`config.mk`:
```
export PLATFORM = sky130hd
export DESIGN_NAME = abcc_ctrl
export DESIGN_NICKNAME = d
export VERILOG_FILES = /design/src/hw/abcc_pkg.sv /design/src/hw/abcc_trim_store.sv /design/src/hw/abcc_ctrl.sv
export SDC_FILE = /design/constraint.sdc
export NUM_CORES = 1
export LEC_CHECK = 0
export ABC_AREA = 1
export BUFFER_PORTS_ARGS = -buffer_cell sky130_fd_sc_hd__clkbuf_2
export CAP_MARGIN = 40
export CORE_ASPECT_RATIO = 0.9
export CORE_UTILIZATION = 55
export CTS_CLUSTER_SIZE = 28
export DETAILED_ROUTE_END_ITERATION = 8
export PLACE_DENSITY = 0.76
export SETUP_SLACK_MARGIN = 0.5
export SLEW_MARGIN = 20
export SYNTH_ARGS = -nofsm -noshare
export SYNTH_HDL_FRONTEND = slang
export SYNTH_HIERARCHICAL = 1
export SYNTH_SLANG_ARGS = --single-unit
```
`constraint.sdc`:
```
create_clock -name REF_CLK -period 6.4 [get_ports REF_CLK]
set_input_delay 0.64 -clock REF_CLK [delete_from_list [all_inputs] [get_ports REF_CLK]]
set_output_delay 0.64 -clock REF_CLK [all_outputs]
set_load 0.05 [all_outputs]
```
`src/hw/abcc_pkg.sv`:
```
/*
 * Shared constants and types of the background calibration controller.
 * Assumes a 32-bit AHB-Lite register bus and one 50 MHz clock.
 */
package abcc_pkg;
	localparam logic [7:0] ADDR_CTRL = 8'h00;
	localparam logic [7:0] ADDR_DELAY = 8'h04;
	localparam logic [7:0] ADDR_STATUS = 8'h08;
	localparam logic [7:0] ADDR_IRQ_STAT = 8'h0C;
	localparam logic [7:0] ADDR_IRQ_MASK = 8'h10;
	localparam logic [7:0] ADDR_TRIM_SEL = 8'h14;
	localparam logic [7:0] ADDR_TRIM_DATA = 8'h18;
	localparam logic [7:0] CTRL_RST = 8'h00;
	localparam logic [31:0] DELAY_RST = 32'h0010_0010;
	localparam logic [15:0] TRIM_RST = 16'h0000;
	localparam int TRIM_ENTRIES = 28;
	localparam int IRQ_W = 4;
	localparam int IRQ_FOREGROUND_DONE_FLAG = 0;
	localparam int IRQ_SWAP = 1;
	localparam int IRQ_PASS = 2;
	localparam int IRQ_REFUSED = 3;
	localparam logic [4:0] IDX_OFS_END = 5'h06;
	localparam logic [4:0] IDX_BANK = 5'h06;
	localparam logic [4:0] IDX_DUAL_A = 5'h12;
	localparam logic [4:0] IDX_DUAL_B = 5'h13;
	localparam logic [4:0] IDX_DUAL_CA = 5'h14;
	localparam logic [4:0] IDX_DUAL_CB = 5'h15;
	localparam logic [4:0] IDX_A_FG90 = 5'h16;
	localparam logic [4:0] IDX_B_FG0 = 5'h17;
	localparam logic [4:0] IDX_A_BG90 = 5'h18;
	localparam logic [4:0] IDX_C_BG0 = 5'h19;
	localparam logic [4:0] IDX_C_BG90 = 5'h1A;
	localparam logic [4:0] IDX_B_BG0 = 5'h1B;
	localparam logic [1:0] CORE_A = 2'h0;
	localparam logic [1:0] CORE_B = 2'h1;
	localparam logic [1:0] CORE_C = 2'h2;
	localparam logic [1:0] CORE_ALL = 2'h3;
	localparam logic [1:0] CORE_SUM = 2'h3;
	typedef struct packed {
		logic single_ch;
		logic bg_os;
		logic fg_os;
		logic low_power_trigger_select;
		logic low_power_bg_enable;
		logic sw_trig;
		logic pin_sel;
		logic bg_en;
	} abcc_ctrl_t;
	typedef struct packed {
		logic start;
		logic offset;
		logic [1:0] core;
	} abcc_cal_req_t;
	typedef enum logic [2:0] {
		ST_IDLE = 3'b000,
		ST_FG = 3'b001,
		ST_SLEEP = 3'b010,
		ST_WAKE = 3'b011,
		ST_CAL = 3'b100,
		ST_SWAP = 3'b101
	} abcc_state_t;
endpackage

```
`src/hw/abcc_trim_store.sv`:
```
/*
 * Trim value store: one word per trim entry, all visible at once.
 * Assumes the caller resolves write priority and range.
 */
`timescale 1ns/10ps
module abcc_trim_store #(
	parameter int TRIM_W = 16,
	parameter int ENTRIES = 28
) (
	input wire logic clk,
	input wire logic rst,
	input wire logic we,
	input wire logic [4:0] waddr,
	input wire logic [TRIM_W-1:0] wdata,
	output logic [ENTRIES*TRIM_W-1:0] trims
);
	logic [TRIM_W-1:0] mem_reg [ENTRIES];

	if (ENTRIES < 1 || ENTRIES > 32) begin : g_bad_entries
		$error("Trim store depth out of range.");
	end

	always_ff @(posedge clk) begin
		for (int i = 0; i < ENTRIES; i++) begin
			if (rst) begin
				mem_reg[i] <= abcc_pkg::TRIM_RST[TRIM_W-1:0];
			end else if (we && waddr == 5'(i)) begin
				mem_reg[i] <= wdata;
			end
		end
	end

	for (genvar g = 0; g < ENTRIES; g++) begin : g_flat
		assign trims[g*TRIM_W +: TRIM_W] = mem_reg[g];
	end
endmodule

```
`src/hw/abcc_ctrl.sv`:
```
/*
 * Calibration sequencer and trim control for three interleaved cores.
 * Assumes an AHB-Lite master, a calibration engine on the same clock.
 */
// The AHB-Lite register port and the address map were decided locally.
`timescale 1ns/10ps
// Function
// - Background: calibrate spare, swap in, repeat.
// - Low power keeps offline spare powered down.
// - Automatic low power waits sleep delay first.
// - Woken spare settles for wake delay.
// - Low power trigger selects automatic or user swaps.
// - Foreground offset calibration runs once per foreground.
// - Background offset calibration runs every background pass.
// - Early foreground offset gives one-time correction.
// - Device writes offsets; software writes then refused.
// - One offset trim per core and input.
// - Six bank trims, minus 90 only single-channel.
// - Dual mode: trims A, B, C-for-A, C-for-B.
// - Single mode trims by core, mode, phase.
module abcc_ctrl #(
	parameter int TRIM_W = 16
) (
	input wire logic REF_CLK,
	input wire logic RST,
	input wire logic HSEL,
	input wire logic [31:0] HADDR,
	input wire logic [1:0] HTRANS,
	input wire logic HWRITE,
	input wire logic [2:0] HSIZE,
	input wire logic [31:0] HWDATA,
	input wire logic HREADY,
	output logic [31:0] HRDATA,
	output logic HREADYOUT,
	output logic HRESP,
	output logic IRQ,
	input wire logic CAL_TRIGGER_PIN,
	input wire logic CORE_CAL_DONE,
	input wire logic OFFSET_RESULT_VALID,
	input wire logic [2:0] OFFSET_RESULT_IDX,
	input wire logic [TRIM_W-1:0] OFFSET_RESULT,
	output abcc_pkg::abcc_cal_req_t CAL_REQ,
	output logic [2:0] CORE_POWER_ON,
	output logic [1:0] SLOT_A_CORE,
	output logic [1:0] SLOT_B_CORE,
	output logic SWAP_STROBE,
	output logic DATA_BLANK,
	output logic FOREGROUND_DONE,
	output logic [TRIM_W-1:0] SLOT_A_TIMING_TRIM,
	output logic [TRIM_W-1:0] SLOT_B_TIMING_TRIM,
	output logic [6*TRIM_W-1:0] BANK_TIMING_TRIM,
	output logic [6*TRIM_W-1:0] INPUT_OFFSET_TRIM
);
	localparam int NE = abcc_pkg::TRIM_ENTRIES;

	if (TRIM_W < 1 || TRIM_W > 16) begin : g_bad_w
		$error("Trim width must be 1 to 16 bits.");
	end

	abcc_pkg::abcc_ctrl_t ctrl_reg;
	abcc_pkg::abcc_state_t state_reg;
	abcc_pkg::abcc_state_t state_next;
	logic [31:0] delay_reg;
	logic [4:0] trim_sel_reg;
	logic [abcc_pkg::IRQ_W-1:0] irq_stat_reg;
	logic [abcc_pkg::IRQ_W-1:0] irq_stat_next;
	logic [abcc_pkg::IRQ_W-1:0] irq_mask_reg;
	logic [abcc_pkg::IRQ_W-1:0] irq_evt;
	logic wr_pend_reg;
	logic [7:0] wr_addr_reg;
	logic [15:0] cnt_reg;
	logic [15:0] cnt_next;
	logic [1:0] swap_cnt_reg;
	logic fg_pend_reg;
	logic foreground_done_flag_reg;
	logic os_once_reg;
	logic pin_s1_reg;
	logic pin_s2_reg;
	logic pin_s3_reg;
	logic [NE*TRIM_W-1:0] trim_flat;
	logic [TRIM_W-1:0] ent [NE];
	logic [6*TRIM_W-1:0] bank_next;

	// Bus decode.
	wire ahb_go = HSEL & HTRANS[1] & HREADY;
	wire [7:0] a_addr = HADDR[7:0];
	wire a_hi_zero = (HADDR[31:8] == 24'h00_0000);
	wire rd_go = ahb_go & ~HWRITE & a_hi_zero;
	wire wr_ctrl = wr_pend_reg & (wr_addr_reg == abcc_pkg::ADDR_CTRL);
	wire wr_delay = wr_pend_reg & (wr_addr_reg == abcc_pkg::ADDR_DELAY);
	wire wr_mask = wr_pend_reg & (wr_addr_reg == abcc_pkg::ADDR_IRQ_MASK);
	wire wr_sel = wr_pend_reg & (wr_addr_reg == abcc_pkg::ADDR_TRIM_SEL);
	wire wr_trim = wr_pend_reg & (wr_addr_reg == abcc_pkg::ADDR_TRIM_DATA);
	wire rd_irq = rd_go & (a_addr == abcc_pkg::ADDR_IRQ_STAT);

	// Trigger sources; the pin edge is taken from the second and third stages of the pin sync.
	wire pin_rise = pin_s2_reg & ~pin_s3_reg;
	wire sw_rise = wr_ctrl & HWDATA[2] & ~ctrl_reg.sw_trig;
	wire trig_evt = ctrl_reg.pin_sel ? pin_rise : sw_rise;
	// A write that turns background on is not a foreground trigger.
	wire bg_arm = wr_ctrl & HWDATA[0];

	// Core roles.
	wire [1:0] spare = abcc_pkg::CORE_SUM - SLOT_A_CORE - SLOT_B_CORE;
	wire [2:0] spare_hot = 3'b001 << spare;
	wire tgt_slot = swap_cnt_reg[1];
	wire [15:0] sleep_dly = delay_reg[15:0];
	wire [15:0] wake_dly = delay_reg[31:16];
	wire os_in_use = ctrl_reg.fg_os | ctrl_reg.bg_os;
	wire spare_awake = ctrl_reg.bg_en & (~ctrl_reg.low_power_bg_enable
		| state_reg == abcc_pkg::ST_WAKE | state_reg == abcc_pkg::ST_CAL
		| state_reg == abcc_pkg::ST_SWAP);
	wire [2:0] power_next = (3'b001 << SLOT_A_CORE) | (3'b001 << SLOT_B_CORE)
		| (spare_awake ? spare_hot : 3'b000);
	wire enter_fg = state_next == abcc_pkg::ST_FG
		&& state_reg != abcc_pkg::ST_FG;
	wire enter_cal = state_next == abcc_pkg::ST_CAL
		&& state_reg != abcc_pkg::ST_CAL;
	wire do_swap = state_reg == abcc_pkg::ST_SWAP;
	// The core released by a swap is the next one to calibrate.
	wire [1:0] next_spare = do_swap
		? (tgt_slot ? SLOT_B_CORE : SLOT_A_CORE) : spare;

	// Trim writes: calibration results win over software.
	wire sw_ofs = trim_sel_reg < abcc_pkg::IDX_OFS_END;
	wire sw_refused = wr_trim & sw_ofs & os_in_use;
	wire sw_trim_ok = wr_trim & ~sw_refused & (trim_sel_reg < 5'(NE));
	wire trim_we = OFFSET_RESULT_VALID | sw_trim_ok;
	wire [4:0] trim_waddr = OFFSET_RESULT_VALID
		? {2'b00, OFFSET_RESULT_IDX} : trim_sel_reg;
	wire [TRIM_W-1:0] trim_wdata = OFFSET_RESULT_VALID
		? OFFSET_RESULT : HWDATA[TRIM_W-1:0];

	abcc_trim_store #(
		.TRIM_W(TRIM_W),
		.ENTRIES(NE)
	) u_store (
		.clk(REF_CLK),
		.rst(RST),
		.we(trim_we),
		.waddr(trim_waddr),
		.wdata(trim_wdata),
		.trims(trim_flat)
	);

	for (genvar g = 0; g < NE; g++) begin : g_ent
		assign ent[g] = trim_flat[g*TRIM_W +: TRIM_W];
	end

	// Bank b uses entry 6+2b at 0 deg, 7+2b at -90 deg.
	for (genvar b = 0; b < 6; b++) begin : g_bank
		assign bank_next[b*TRIM_W +: TRIM_W] = ctrl_reg.single_ch
			? ent[abcc_pkg::IDX_BANK + 5'(2*b+1)]
			: ent[abcc_pkg::IDX_BANK + 5'(2*b)];
	end

	// Picks the inter-core trim for a slot and the core standing in it.
	function automatic logic [4:0] slot_trim(
		input logic slot,
		input logic [1:0] core,
		input logic single,
		input logic bg
	);
		logic is_c;
		is_c = core == abcc_pkg::CORE_C;
		if (!single) begin
			if (!slot) begin
				slot_trim = is_c ? abcc_pkg::IDX_DUAL_CA
					: abcc_pkg::IDX_DUAL_A;
			end else begin
				slot_trim = is_c ? abcc_pkg::IDX_DUAL_CB
					: abcc_pkg::IDX_DUAL_B;
			end
		end else if (!slot) begin
			slot_trim = is_c ? abcc_pkg::IDX_C_BG90
				: (bg ? abcc_pkg::IDX_A_BG90 : abcc_pkg::IDX_A_FG90);
		end else begin
			slot_trim = is_c ? abcc_pkg::IDX_C_BG0
				: (bg ? abcc_pkg::IDX_B_BG0 : abcc_pkg::IDX_B_FG0);
		end
	endfunction

	wire [4:0] idx_a = slot_trim(1'b0, SLOT_A_CORE, ctrl_reg.single_ch,
		ctrl_reg.bg_en);
	wire [4:0] idx_b = slot_trim(1'b1, SLOT_B_CORE, ctrl_reg.single_ch,
		ctrl_reg.bg_en);

	// Sequencer.
	always_comb begin
		state_next = state_reg;
		unique case (state_reg)
			abcc_pkg::ST_IDLE: begin
				if (fg_pend_reg
					|| (trig_evt && !ctrl_reg.bg_en && !bg_arm)) begin
					state_next = abcc_pkg::ST_FG;
				end else if (ctrl_reg.bg_en && ctrl_reg.fg_os
					&& !os_once_reg) begin
					state_next = abcc_pkg::ST_FG;
				end else if (ctrl_reg.bg_en) begin
					state_next = ctrl_reg.low_power_bg_enable ? abcc_pkg::ST_SLEEP
						: abcc_pkg::ST_CAL;
				end
			end
			abcc_pkg::ST_FG: begin
				if (CORE_CAL_DONE) begin
					state_next = abcc_pkg::ST_IDLE;
				end
			end
			abcc_pkg::ST_SLEEP: begin
				if (!ctrl_reg.bg_en) begin
					state_next = abcc_pkg::ST_IDLE;
				end else if (ctrl_reg.low_power_trigger_select ? trig_evt
					: cnt_reg >= sleep_dly) begin
					state_next = abcc_pkg::ST_WAKE;
				end
			end
			abcc_pkg::ST_WAKE: begin
				if (!ctrl_reg.bg_en) begin
					state_next = abcc_pkg::ST_IDLE;
				end else if (cnt_reg >= wake_dly) begin
					state_next = abcc_pkg::ST_CAL;
				end
			end
			abcc_pkg::ST_CAL: begin
				if (CORE_CAL_DONE) begin
					state_next = abcc_pkg::ST_SWAP;
				end
			end
			abcc_pkg::ST_SWAP: begin
				if (!ctrl_reg.bg_en) begin
					state_next = abcc_pkg::ST_IDLE;
				end else begin
					state_next = ctrl_reg.low_power_bg_enable ? abcc_pkg::ST_SLEEP
						: abcc_pkg::ST_CAL;
				end
			end
			default: begin
				state_next = abcc_pkg::ST_IDLE;
			end
		endcase
	end

	assign cnt_next = (state_next != state_reg) ? 16'h0000
		: (cnt_reg == 16'hFFFF ? cnt_reg : cnt_reg + 16'h0001);

	always_comb begin
		irq_evt = '0;
		irq_evt[abcc_pkg::IRQ_FOREGROUND_DONE_FLAG] = state_reg == abcc_pkg::ST_FG
			&& CORE_CAL_DONE;
		irq_evt[abcc_pkg::IRQ_SWAP] = do_swap;
		irq_evt[abcc_pkg::IRQ_PASS] = state_reg == abcc_pkg::ST_CAL
			&& CORE_CAL_DONE;
		irq_evt[abcc_pkg::IRQ_REFUSED] = sw_refused;
	end

	// A new event wins over a clearing read in the same cycle.
	assign irq_stat_next = (irq_stat_reg & ~{abcc_pkg::IRQ_W{rd_irq}})
		| irq_evt;

	wire [31:0] status_w = {18'h0_0000, foreground_done_flag_reg, os_once_reg,
		state_reg, spare, SLOT_B_CORE, SLOT_A_CORE, CORE_POWER_ON};
	wire [31:0] trim_rd = (trim_sel_reg < 5'(NE))
		? 32'(ent[trim_sel_reg]) : 32'h0000_0000;
	wire [31:0] rd_mux =
		a_addr == abcc_pkg::ADDR_CTRL ? 32'(ctrl_reg) :
		a_addr == abcc_pkg::ADDR_DELAY ? delay_reg :
		a_addr == abcc_pkg::ADDR_STATUS ? status_w :
		a_addr == abcc_pkg::ADDR_IRQ_STAT ? 32'(irq_stat_reg) :
		a_addr == abcc_pkg::ADDR_IRQ_MASK ? 32'(irq_mask_reg) :
		a_addr == abcc_pkg::ADDR_TRIM_SEL ? 32'(trim_sel_reg) :
		a_addr == abcc_pkg::ADDR_TRIM_DATA ? trim_rd : 32'h0000_0000;

	always_ff @(posedge REF_CLK) begin
		if (RST) begin
			wr_pend_reg <= 1'b0;
			wr_addr_reg <= 8'h00;
			HRDATA <= 32'h0000_0000;
			HREADYOUT <= 1'b0;
			HRESP <= 1'b0;
			ctrl_reg <= abcc_pkg::CTRL_RST;
			delay_reg <= abcc_pkg::DELAY_RST;
			irq_mask_reg <= '0;
			trim_sel_reg <= 5'h00;
		end else begin
			wr_pend_reg <= ahb_go & HWRITE & a_hi_zero;
			wr_addr_reg <= a_addr;
			HRDATA <= rd_go ? rd_mux : 32'h0000_0000;
			HREADYOUT <= 1'b1;
			HRESP <= 1'b0;
			if (wr_ctrl) ctrl_reg <= HWDATA[7:0];
			if (wr_delay) delay_reg <= HWDATA;
			if (wr_mask) irq_mask_reg <= HWDATA[abcc_pkg::IRQ_W-1:0];
			if (wr_sel) trim_sel_reg <= HWDATA[4:0];
		end
	end

	always_ff @(posedge REF_CLK) begin
		if (RST) begin
			state_reg <= abcc_pkg::ST_IDLE;
			cnt_reg <= 16'h0000;
			swap_cnt_reg <= 2'h0;
			fg_pend_reg <= 1'b1;
			foreground_done_flag_reg <= 1'b0;
			os_once_reg <= 1'b0;
			SLOT_A_CORE <= abcc_pkg::CORE_A;
			SLOT_B_CORE <= abcc_pkg::CORE_B;
			SWAP_STROBE <= 1'b0;
		end else begin
			state_reg <= state_next;
			cnt_reg <= cnt_next;
			SWAP_STROBE <= do_swap;
			if (enter_fg) fg_pend_reg <= 1'b0;
			if (enter_fg) foreground_done_flag_reg <= 1'b0;
			if (irq_evt[abcc_pkg::IRQ_FOREGROUND_DONE_FLAG]) foreground_done_flag_reg <= 1'b1;
			if (enter_fg && ctrl_reg.bg_en) os_once_reg <= 1'b1;
			if (!ctrl_reg.bg_en) os_once_reg <= 1'b0;
			if (do_swap) begin
				swap_cnt_reg <= swap_cnt_reg + 2'h1;
				if (!tgt_slot) SLOT_A_CORE <= spare;
				if (tgt_slot) SLOT_B_CORE <= spare;
			end
		end
	end

	always_ff @(posedge REF_CLK) begin
		if (RST) begin
			pin_s1_reg <= 1'b0;
			pin_s2_reg <= 1'b0;
			pin_s3_reg <= 1'b0;
			irq_stat_reg <= '0;
			IRQ <= 1'b0;
			CAL_REQ <= '0;
			CORE_POWER_ON <= 3'b000;
			DATA_BLANK <= 1'b0;
			FOREGROUND_DONE <= 1'b0;
			SLOT_A_TIMING_TRIM <= '0;
			SLOT_B_TIMING_TRIM <= '0;
			BANK_TIMING_TRIM <= '0;
			INPUT_OFFSET_TRIM <= '0;
		end else begin
			pin_s1_reg <= CAL_TRIGGER_PIN;
			pin_s2_reg <= pin_s1_reg;
			pin_s3_reg <= pin_s2_reg;
			irq_stat_reg <= irq_stat_next;
			IRQ <= |(irq_stat_next & irq_mask_reg);
			CAL_REQ.start <= enter_fg | enter_cal;
			CAL_REQ.core <= enter_fg ? abcc_pkg::CORE_ALL : next_spare;
			CAL_REQ.offset <= enter_fg ? ctrl_reg.fg_os
				: ctrl_reg.bg_os;
			CORE_POWER_ON <= power_next;
			DATA_BLANK <= state_next == abcc_pkg::ST_FG;
			FOREGROUND_DONE <= foreground_done_flag_reg;
			SLOT_A_TIMING_TRIM <= ent[idx_a];
			SLOT_B_TIMING_TRIM <= ent[idx_b];
			BANK_TIMING_TRIM <= bank_next;
			INPUT_OFFSET_TRIM <= trim_flat[6*TRIM_W-1:0];
		end
	end

	a_bg_spare_cal: assert property (@(posedge REF_CLK) disable iff (RST)
		CAL_REQ.start && state_reg == abcc_pkg::ST_CAL
		|-> CAL_REQ.core == spare)
		else $error("Background pass did not target the spare core.");
	a_lp_spare_off: assert property (@(posedge REF_CLK) disable iff (RST)
		state_reg == abcc_pkg::ST_SLEEP && $past(state_reg)
		== abcc_pkg::ST_SLEEP |-> (CORE_POWER_ON & spare_hot) == 3'b000)
		else $error("Sleeping spare core is powered.");
	a_sleep_delay_met: assert property (@(posedge REF_CLK) disable iff (RST)
		state_reg == abcc_pkg::ST_SLEEP && state_next
		== abcc_pkg::ST_WAKE && !ctrl_reg.low_power_trigger_select
		|-> cnt_reg >= sleep_dly)
		else $error("Spare woke before the sleep delay.");
	a_wake_delay_met: assert property (@(posedge REF_CLK) disable iff (RST)
		$rose(state_reg == abcc_pkg::ST_CAL)
		&& $past(state_reg) == abcc_pkg::ST_WAKE
		|-> $past(cnt_reg) >= $past(wake_dly))
		else $error("Calibration began before wake settling.");
	a_user_swap_only: assert property (@(posedge REF_CLK) disable iff (RST)
		state_reg == abcc_pkg::ST_SLEEP && ctrl_reg.low_power_trigger_select && !trig_evt
		&& ctrl_reg.bg_en |=> state_reg == abcc_pkg::ST_SLEEP)
		else $error("Spare woke without a user trigger.");
	a_fg_offset_req: assert property (@(posedge REF_CLK) disable iff (RST)
		CAL_REQ.start && CAL_REQ.core == abcc_pkg::CORE_ALL
		|-> CAL_REQ.offset == $past(ctrl_reg.fg_os))
		else $error("Foreground offset request mismatch.");
	a_bg_offset_req: assert property (@(posedge REF_CLK) disable iff (RST)
		CAL_REQ.start && CAL_REQ.core != abcc_pkg::CORE_ALL
		|-> CAL_REQ.offset == $past(ctrl_reg.bg_os))
		else $error("Background offset request mismatch.");
	a_offset_guard: assert property (@(posedge REF_CLK) disable iff (RST)
		trim_we && trim_waddr < abcc_pkg::IDX_OFS_END
		|-> OFFSET_RESULT_VALID || !os_in_use)
		else $error("Software wrote an offset trim during offset cal.");
	a_swap_one_slot: assert property (@(posedge REF_CLK) disable iff (RST)
		SWAP_STROBE |-> (SLOT_A_CORE != $past(SLOT_A_CORE))
		!= (SLOT_B_CORE != $past(SLOT_B_CORE)))
		else $error("Swap did not move exactly one slot.");
	a_pulse_single: assert property (@(posedge REF_CLK) disable iff (RST)
		CAL_REQ.start |=> !CAL_REQ.start)
		else $error("Calibration start held over two cycles.");
endmodule

```
### Word level (Yosys, flattened, before mapping)

Memories as Yosys holds them, arrays and structs flattened.
Cells that the tools add are included.

* register bits: 361
* bits of input ports: 96
* output and inout bits: 273
* memory bits (writable): 448
* memories: 1
* logic and storage cells: 400

* shifts and indexed selects: 3
* add/sub/neg operators: 4
* order comparisons: 7
* bitwise operators: 72
* equal/unequal tests: 50
* muxes and demuxes: 169
* reduce and logical (&&, ||, !) cells: 54

Memory list
* u_store.mem_reg: words 28, bits a word 16, read ports 28, clocked after memory_dff 0, wr ports 28, RTL line abcc_trim_store.sv:17 `logic [TRIM_W-1:0] mem_reg [ENTRIES];`

Operators with widths (count)
* $mux W16: 47
* $bmux W16 S5: 3
* $mux W1: 92
* $eq A5 B5 Y1 const B: 12
* $eq A8 B5 Y1 const B: 6
* $mux W3: 14
* $eq A5 B4 Y1 const B: 8
* $logic_and A1 B1 Y1: 37
* $or A1 B1 Y1: 34
* $ge A16 B16 Y1: 2
* $mux W32: 1
* $logic_not A24 Y1: 1
* $mux W4: 6
* $and A1 B1 Y1: 21
* $eq A5 B3 Y1 const B: 4
* $ge A6 B6 Y1 const B: 3
* $not A5 Y6: 3
* $pmux W3 S6: 1
* $add A16 B1 Y16 const B: 1
* $eq A16 B16 Y1 const B: 1
* $eq A8 B3 Y1 const B: 2
* $eq A8 B4 Y1 const B: 2
* $logic_not A8 Y1: 2
* $eq A5 B2 Y1 const B: 2
* other kinds (31): 54

### Longest topological paths before layout

* depth in word-level cells: 14
* depth in mapped cells: 21
* mapped depth without buffers: 20

### By module

The synthesis kept the hierarchy.

Modules (own cells, without submodules)
* abcc_ctrl: area each 18896.9 sq um, instances 1, cells an instance 2877
* abcc_trim_store: area each 16186.8 sq um, instances 1, cells an instance 1090

### Least setup slack after synthesis

OpenSTA, ideal clock, no wires.

* path kind: input -> register
* start: input port OFFSET_RESULT_VALID
* end: memory u_store.mem_reg[16][0] (netlist: u_store/mem_reg[1][0]), enable pin
* stages: 8
* library setup time: 0.411 ns
* slack: 3.005 ns
* arrival: 2.983 ns
* data required time: 5.989 ns
* cells stage by stage: clkbuf_1 > inv_1 > clkbuf_1 > nand2_1 > nand2_2 > nor2_4 > inv_1 > o21ai_0

RTL lines
* start: declaration: RTL line abcc_ctrl.sv:39 `input wire logic OFFSET_RESULT_VALID,`
* end: declaration: RTL line abcc_trim_store.sv:17

### Final worst setup path

* start: register SLOT_A_CORE[0]
* end: register SLOT_A_TIMING_TRIM[9]

* word-level cells in the longest chain between the ends: 7
* elaborated cells between the ends (all ways): 8
* those cells by class: eq/ne (1); mux (6); bitwise (1)

Ends and longest elaborated chain
* start: declaration: RTL line abcc_ctrl.sv:44 `output logic [1:0] SLOT_A_CORE,`
* start signal: assignment: RTL line abcc_ctrl.sv:305 `SLOT_A_CORE <= abcc_pkg::CORE_A;`
* start signal: assignment: RTL line abcc_ctrl.sv:319 `if (!tgt_slot) SLOT_A_CORE <= spare;`
* $eq A2 B2 Y1 (*): RTL line abcc_ctrl.sv:165 `is_c = core == abcc_pkg::CORE_C;`
* $mux W4 or $mux W3 (tied branches): RTL line abcc_ctrl.sv:175, abcc_ctrl.sv:168
* $mux W4 (*): RTL line abcc_ctrl.sv:166 `if (!single) begin`
* $not A5 Y6 (not written as such) (*): RTL line abcc_ctrl.sv:353 `SLOT_A_TIMING_TRIM <= ent[idx_a];`
* $bmux W16 S5 (*): RTL line abcc_ctrl.sv:353
* $mux W16 (not written as such) (*) (2 in series): RTL line abcc_ctrl.sv:353
* end signal: assignment: RTL line abcc_ctrl.sv:353
* end: declaration: RTL line abcc_ctrl.sv:49 `output logic [TRIM_W-1:0] SLOT_A_TIMING_TRIM,`

Mark *: on every way between the ends. The rest lies on a longest branch, timed or not. The select of a mux whose other input is x is not followed.
A chain may end at the register's enable or synchronous reset.

==> results by group <==
Run status
  – Status: finished, final reports clean

Pwr
  – Power per cell area: 282.5 nW/um2
  – Final Power: 11.35 mW
  – P_leak: 17.01 nW
  – VDD IR max: 0.0001865 V

Cells and area
  – Ratio of cells with drive above 1 in the final layout: 0.1524
  – Nets: 4,333
  – Fillcell total: 5,064
  – Largest register FFs: 448
  – Area Overhead vs Synth: 14.56%
  – Antenna diode count: 0

Setup path
  – Req. time, crit path: 6.96 ns
  – CP Max Fanout: 23
  – Worst-path cell chain: nor2_2 > buf_6 > nor2_1 > nor2_1 > buf_4 > inv_2 > o21ai_2 > inv_2 > o21ai_0 > o22ai_1 > nand2_1 > a21oi_1
  – Worst Setup Start Kind: register
  – Worst Path Buf+Inv: 4
  – Critical Path Stages: 12
  – Critical-path top delay cell: nor2_1
  – Critical path capture point type: register
  – Critical path type: register to register
  – Worst path max stage delay: 0.66 ns
  – Delay-heaviest family, CP: buffers and inverters
  – Register-to-Register Path Depth: 12
  – Arr. time, crit path: 4.32 ns

Hold path
  – HP Class: primary input to register
  – Hold path depth: 3

Timing
  – Slew Limit Fails: 0
  – Final worst path period share: 0.5874
  – RSZ-0062 raised after global routing: no
  – Fmax: 0.2660 GHz
  – Final hold violation count: 0
  – Final WS setup: 2.641 ns
  – Setup Viol. Count Final: 0
  – Worst slew pin tran: 0.9812 ns
  – Skew final: 0.02333 ns
  – Final min period: 3.759 ns
  – TNS Setup: 0 ns
  – Slew margin rel.: 0.3458

Logic synthesis
  – Synth area leader: edfxtp_1
  – Synth area leaders: edfxtp_1 (38%), dfxtp_1 (21%), nor2_1 (10%)
  – Post-Syn Nets: 4,097
  – Most common cell in the netlist: nor2_1
  – Post-synth EDFFs: 448
  – Seq/Total Area, Yosys: 0.5894
  – Mapped cell area: 35,080 um2
  – YS warnings: 6
  – Synth top cells by count: nor2_1 (977), nand2_1 (466), edfxtp_1 (448), o21ai_0 (420), dfxtp_1 (361)
  – Share of the synthesized area in the top cell type: 0.3835
  – Ys async rst share: 0
  – Top FF cell, synth: edfxtp_1
  – Cells after Synth: 3,967
  – Count of unique library cells instantiated by Yosys: 57
  – Syn avg cell area: 8.844 um2
  – Yosys reg bits: 809

Placed design
  – Pre-CTS WS: 2.827 ns
  – I/O Buffers: 363
  – Final HPWL DP: 74.97 mm
  – GP Congestion: 0.9787

Route
  – Vias per inst: 5.886
  – DRC Markers: 0
  – Final ANT Viol Nets: 0
  – Overall routed net length: 114.2 mm
  – Number of DRC markers in iteration 0: 4,521
  – Avg WL per Cell: 22.31 um
  – Drt first pass iters: 6
  – Routed via count: 30,120

CTS
  – CTS max path bufs: 3
  – H-Tree Depth: 3
  – Worst-path clk slew: 0.06 ns
  – Root Buffer: clkbuf_16
  – Worst-Skew Late Latency: 0.66 ns
  – Clock buffer count from CTS: 81
  – Post-CTS Hold Buffers: 0
  – Post-CTS setup buffers: 0
  – Clock tree from TritonCTS: done
  – Post-cts gate resize count: 0
  – Clock sink count: 809

GRT
  – GRT Util Overall: 0.3444
  – First-pass GRT wire length: 166.4 mm
  – Vias in the first global route: 27,230
  – GRT Residual Overflow: 0
  – Largest net degree at the start of global routing: 197
  – Initial antenna violation count: 2

Die
  – Chip Width: 268.2 um
  – Core ar.: 62,810 um2
  – Full die area: 64,800 um2
  – Die height: 241.6 um
  – Initial core utilization: 0.5586
  – I/O pin cnt: 369
  – FP Rows: 87

Flow run
  – Maxcap violations: 0
final cells by class:
cell class | count | area (um2) | share of cell area
clock buffers | 116 | 2395 | 0.05958
clock inverters | 36 | 304.0 | 0.007565
inverters | 353 | 1330 | 0.03309
multi-input cells | 2552 | 12030 | 0.2993
flip-flops and latches | 809 | 20690 | 0.5148
well taps | 845 | 1057 | 0.02631
repair buffers | 406 | 2386 | 0.05937
where the power goes:
part	internal (mW)	total [mW]	switching [mW]
clock	2.66	4.76	2.10
sequential	5.65	5.73	0.0804
combinational	0.172	0.867	0.695
total	8.48	11.4	2.87
cells by family after synthesis:
group	Yosys count	share of synthesized area
flip-flops	809	0.5894
buffers and inverters	606	0.06819
XOR/XNOR	14	0.003495
adder cells (fa/ha/maj)	34	0.01213
AND/OR/NAND/NOR	1612	0.1901
AO/OA/AOI/OAI	890	0.1363
multiplexers	1	0.0002853
other	1	0.0001069
layout by cell type (no fill, tap or decap), types with 11 or more instances in the layout:
| cell type | instances |
|---|---|
| a31oi_1 | 38 |
| clkbuf_2 | 362 |
| xor2_1 | 11 |
| clkbuf_8 | 13 |
| o21ai_0 | 416 |
| nand3_2 | 29 |
| clkbuf_1 | 17 |
| clkbuf_16 | 86 |
| inv_2 | 36 |
| nand3_1 | 61 |
| nand2_1 | 466 |
| clkinv_2 | 13 |
| o22ai_1 | 39 |
| a211oi_1 | 20 |
| o21ai_1 | 63 |
| o211ai_1 | 36 |
| buf_4 | 23 |
| ha_1 | 34 |
| nand4_1 | 26 |
| dfxtp_1 | 358 |
| nor2_1 | 974 |
| nor2_4 | 16 |
| a21oi_1 | 253 |
| edfxtp_1 | 448 |
| inv_1 | 316 |
worst min-delay path, delay by kind of cell:
family | cells | cell delay (ns)
AND/OR/NAND/NOR | 1 | 0.03
buffers and inverters | 2 | 0.14
per-layer routing:
| layer | vias to the layer above | global-route usage | routed length (um) | part of all wire |
|---|---|---|---|---|
| met2 | 2101 | 0.5131 | 50240 | 0.44 |
| met5 | - | 0 | 0 | 0 |
| met3 | 356 | 0.07811 | 14640 | 0.13 |
| li1 | 13620 | - | - | - |
| met4 | 0 | 0.1632 | 6215 | 0.054 |
| met1 | 14050 | 0.4758 | 43060 | 0.38 |
through the flow:
step                std cells    util  hold slack (ns)  area (um2)
finish                   5117  0.6399           0.1958       40190
global route             5117  0.6399           0.2032       40190
CTS                      5107  0.6371           0.1835       40020
detailed placement       4955  0.5942           0.3947       37320
global placement         4946  0.5912           0.4032       37130
floorplan                3967       -           0.3883       35080
path summary, 6_finish.rpt:
path	from	to	slack, ns
worst max register to register	SLOT_A_CORE[0]$_SDFFE_PP0P_	SLOT_A_TIMING_TRIM[9]$_SDFF_PP0_	2.64
worst min register to register	pin_s1_reg$_SDFF_PP0_	pin_s2_reg$_SDFF_PP0_	0.41
worst max-delay path	SLOT_A_CORE[0]$_SDFFE_PP0P_	SLOT_A_TIMING_TRIM[9]$_SDFF_PP0_	2.64
worst min-delay path	CAL_TRIGGER_PIN	pin_s1_reg$_SDFF_PP0_	0.20
(Power assumes the default switching activity.)
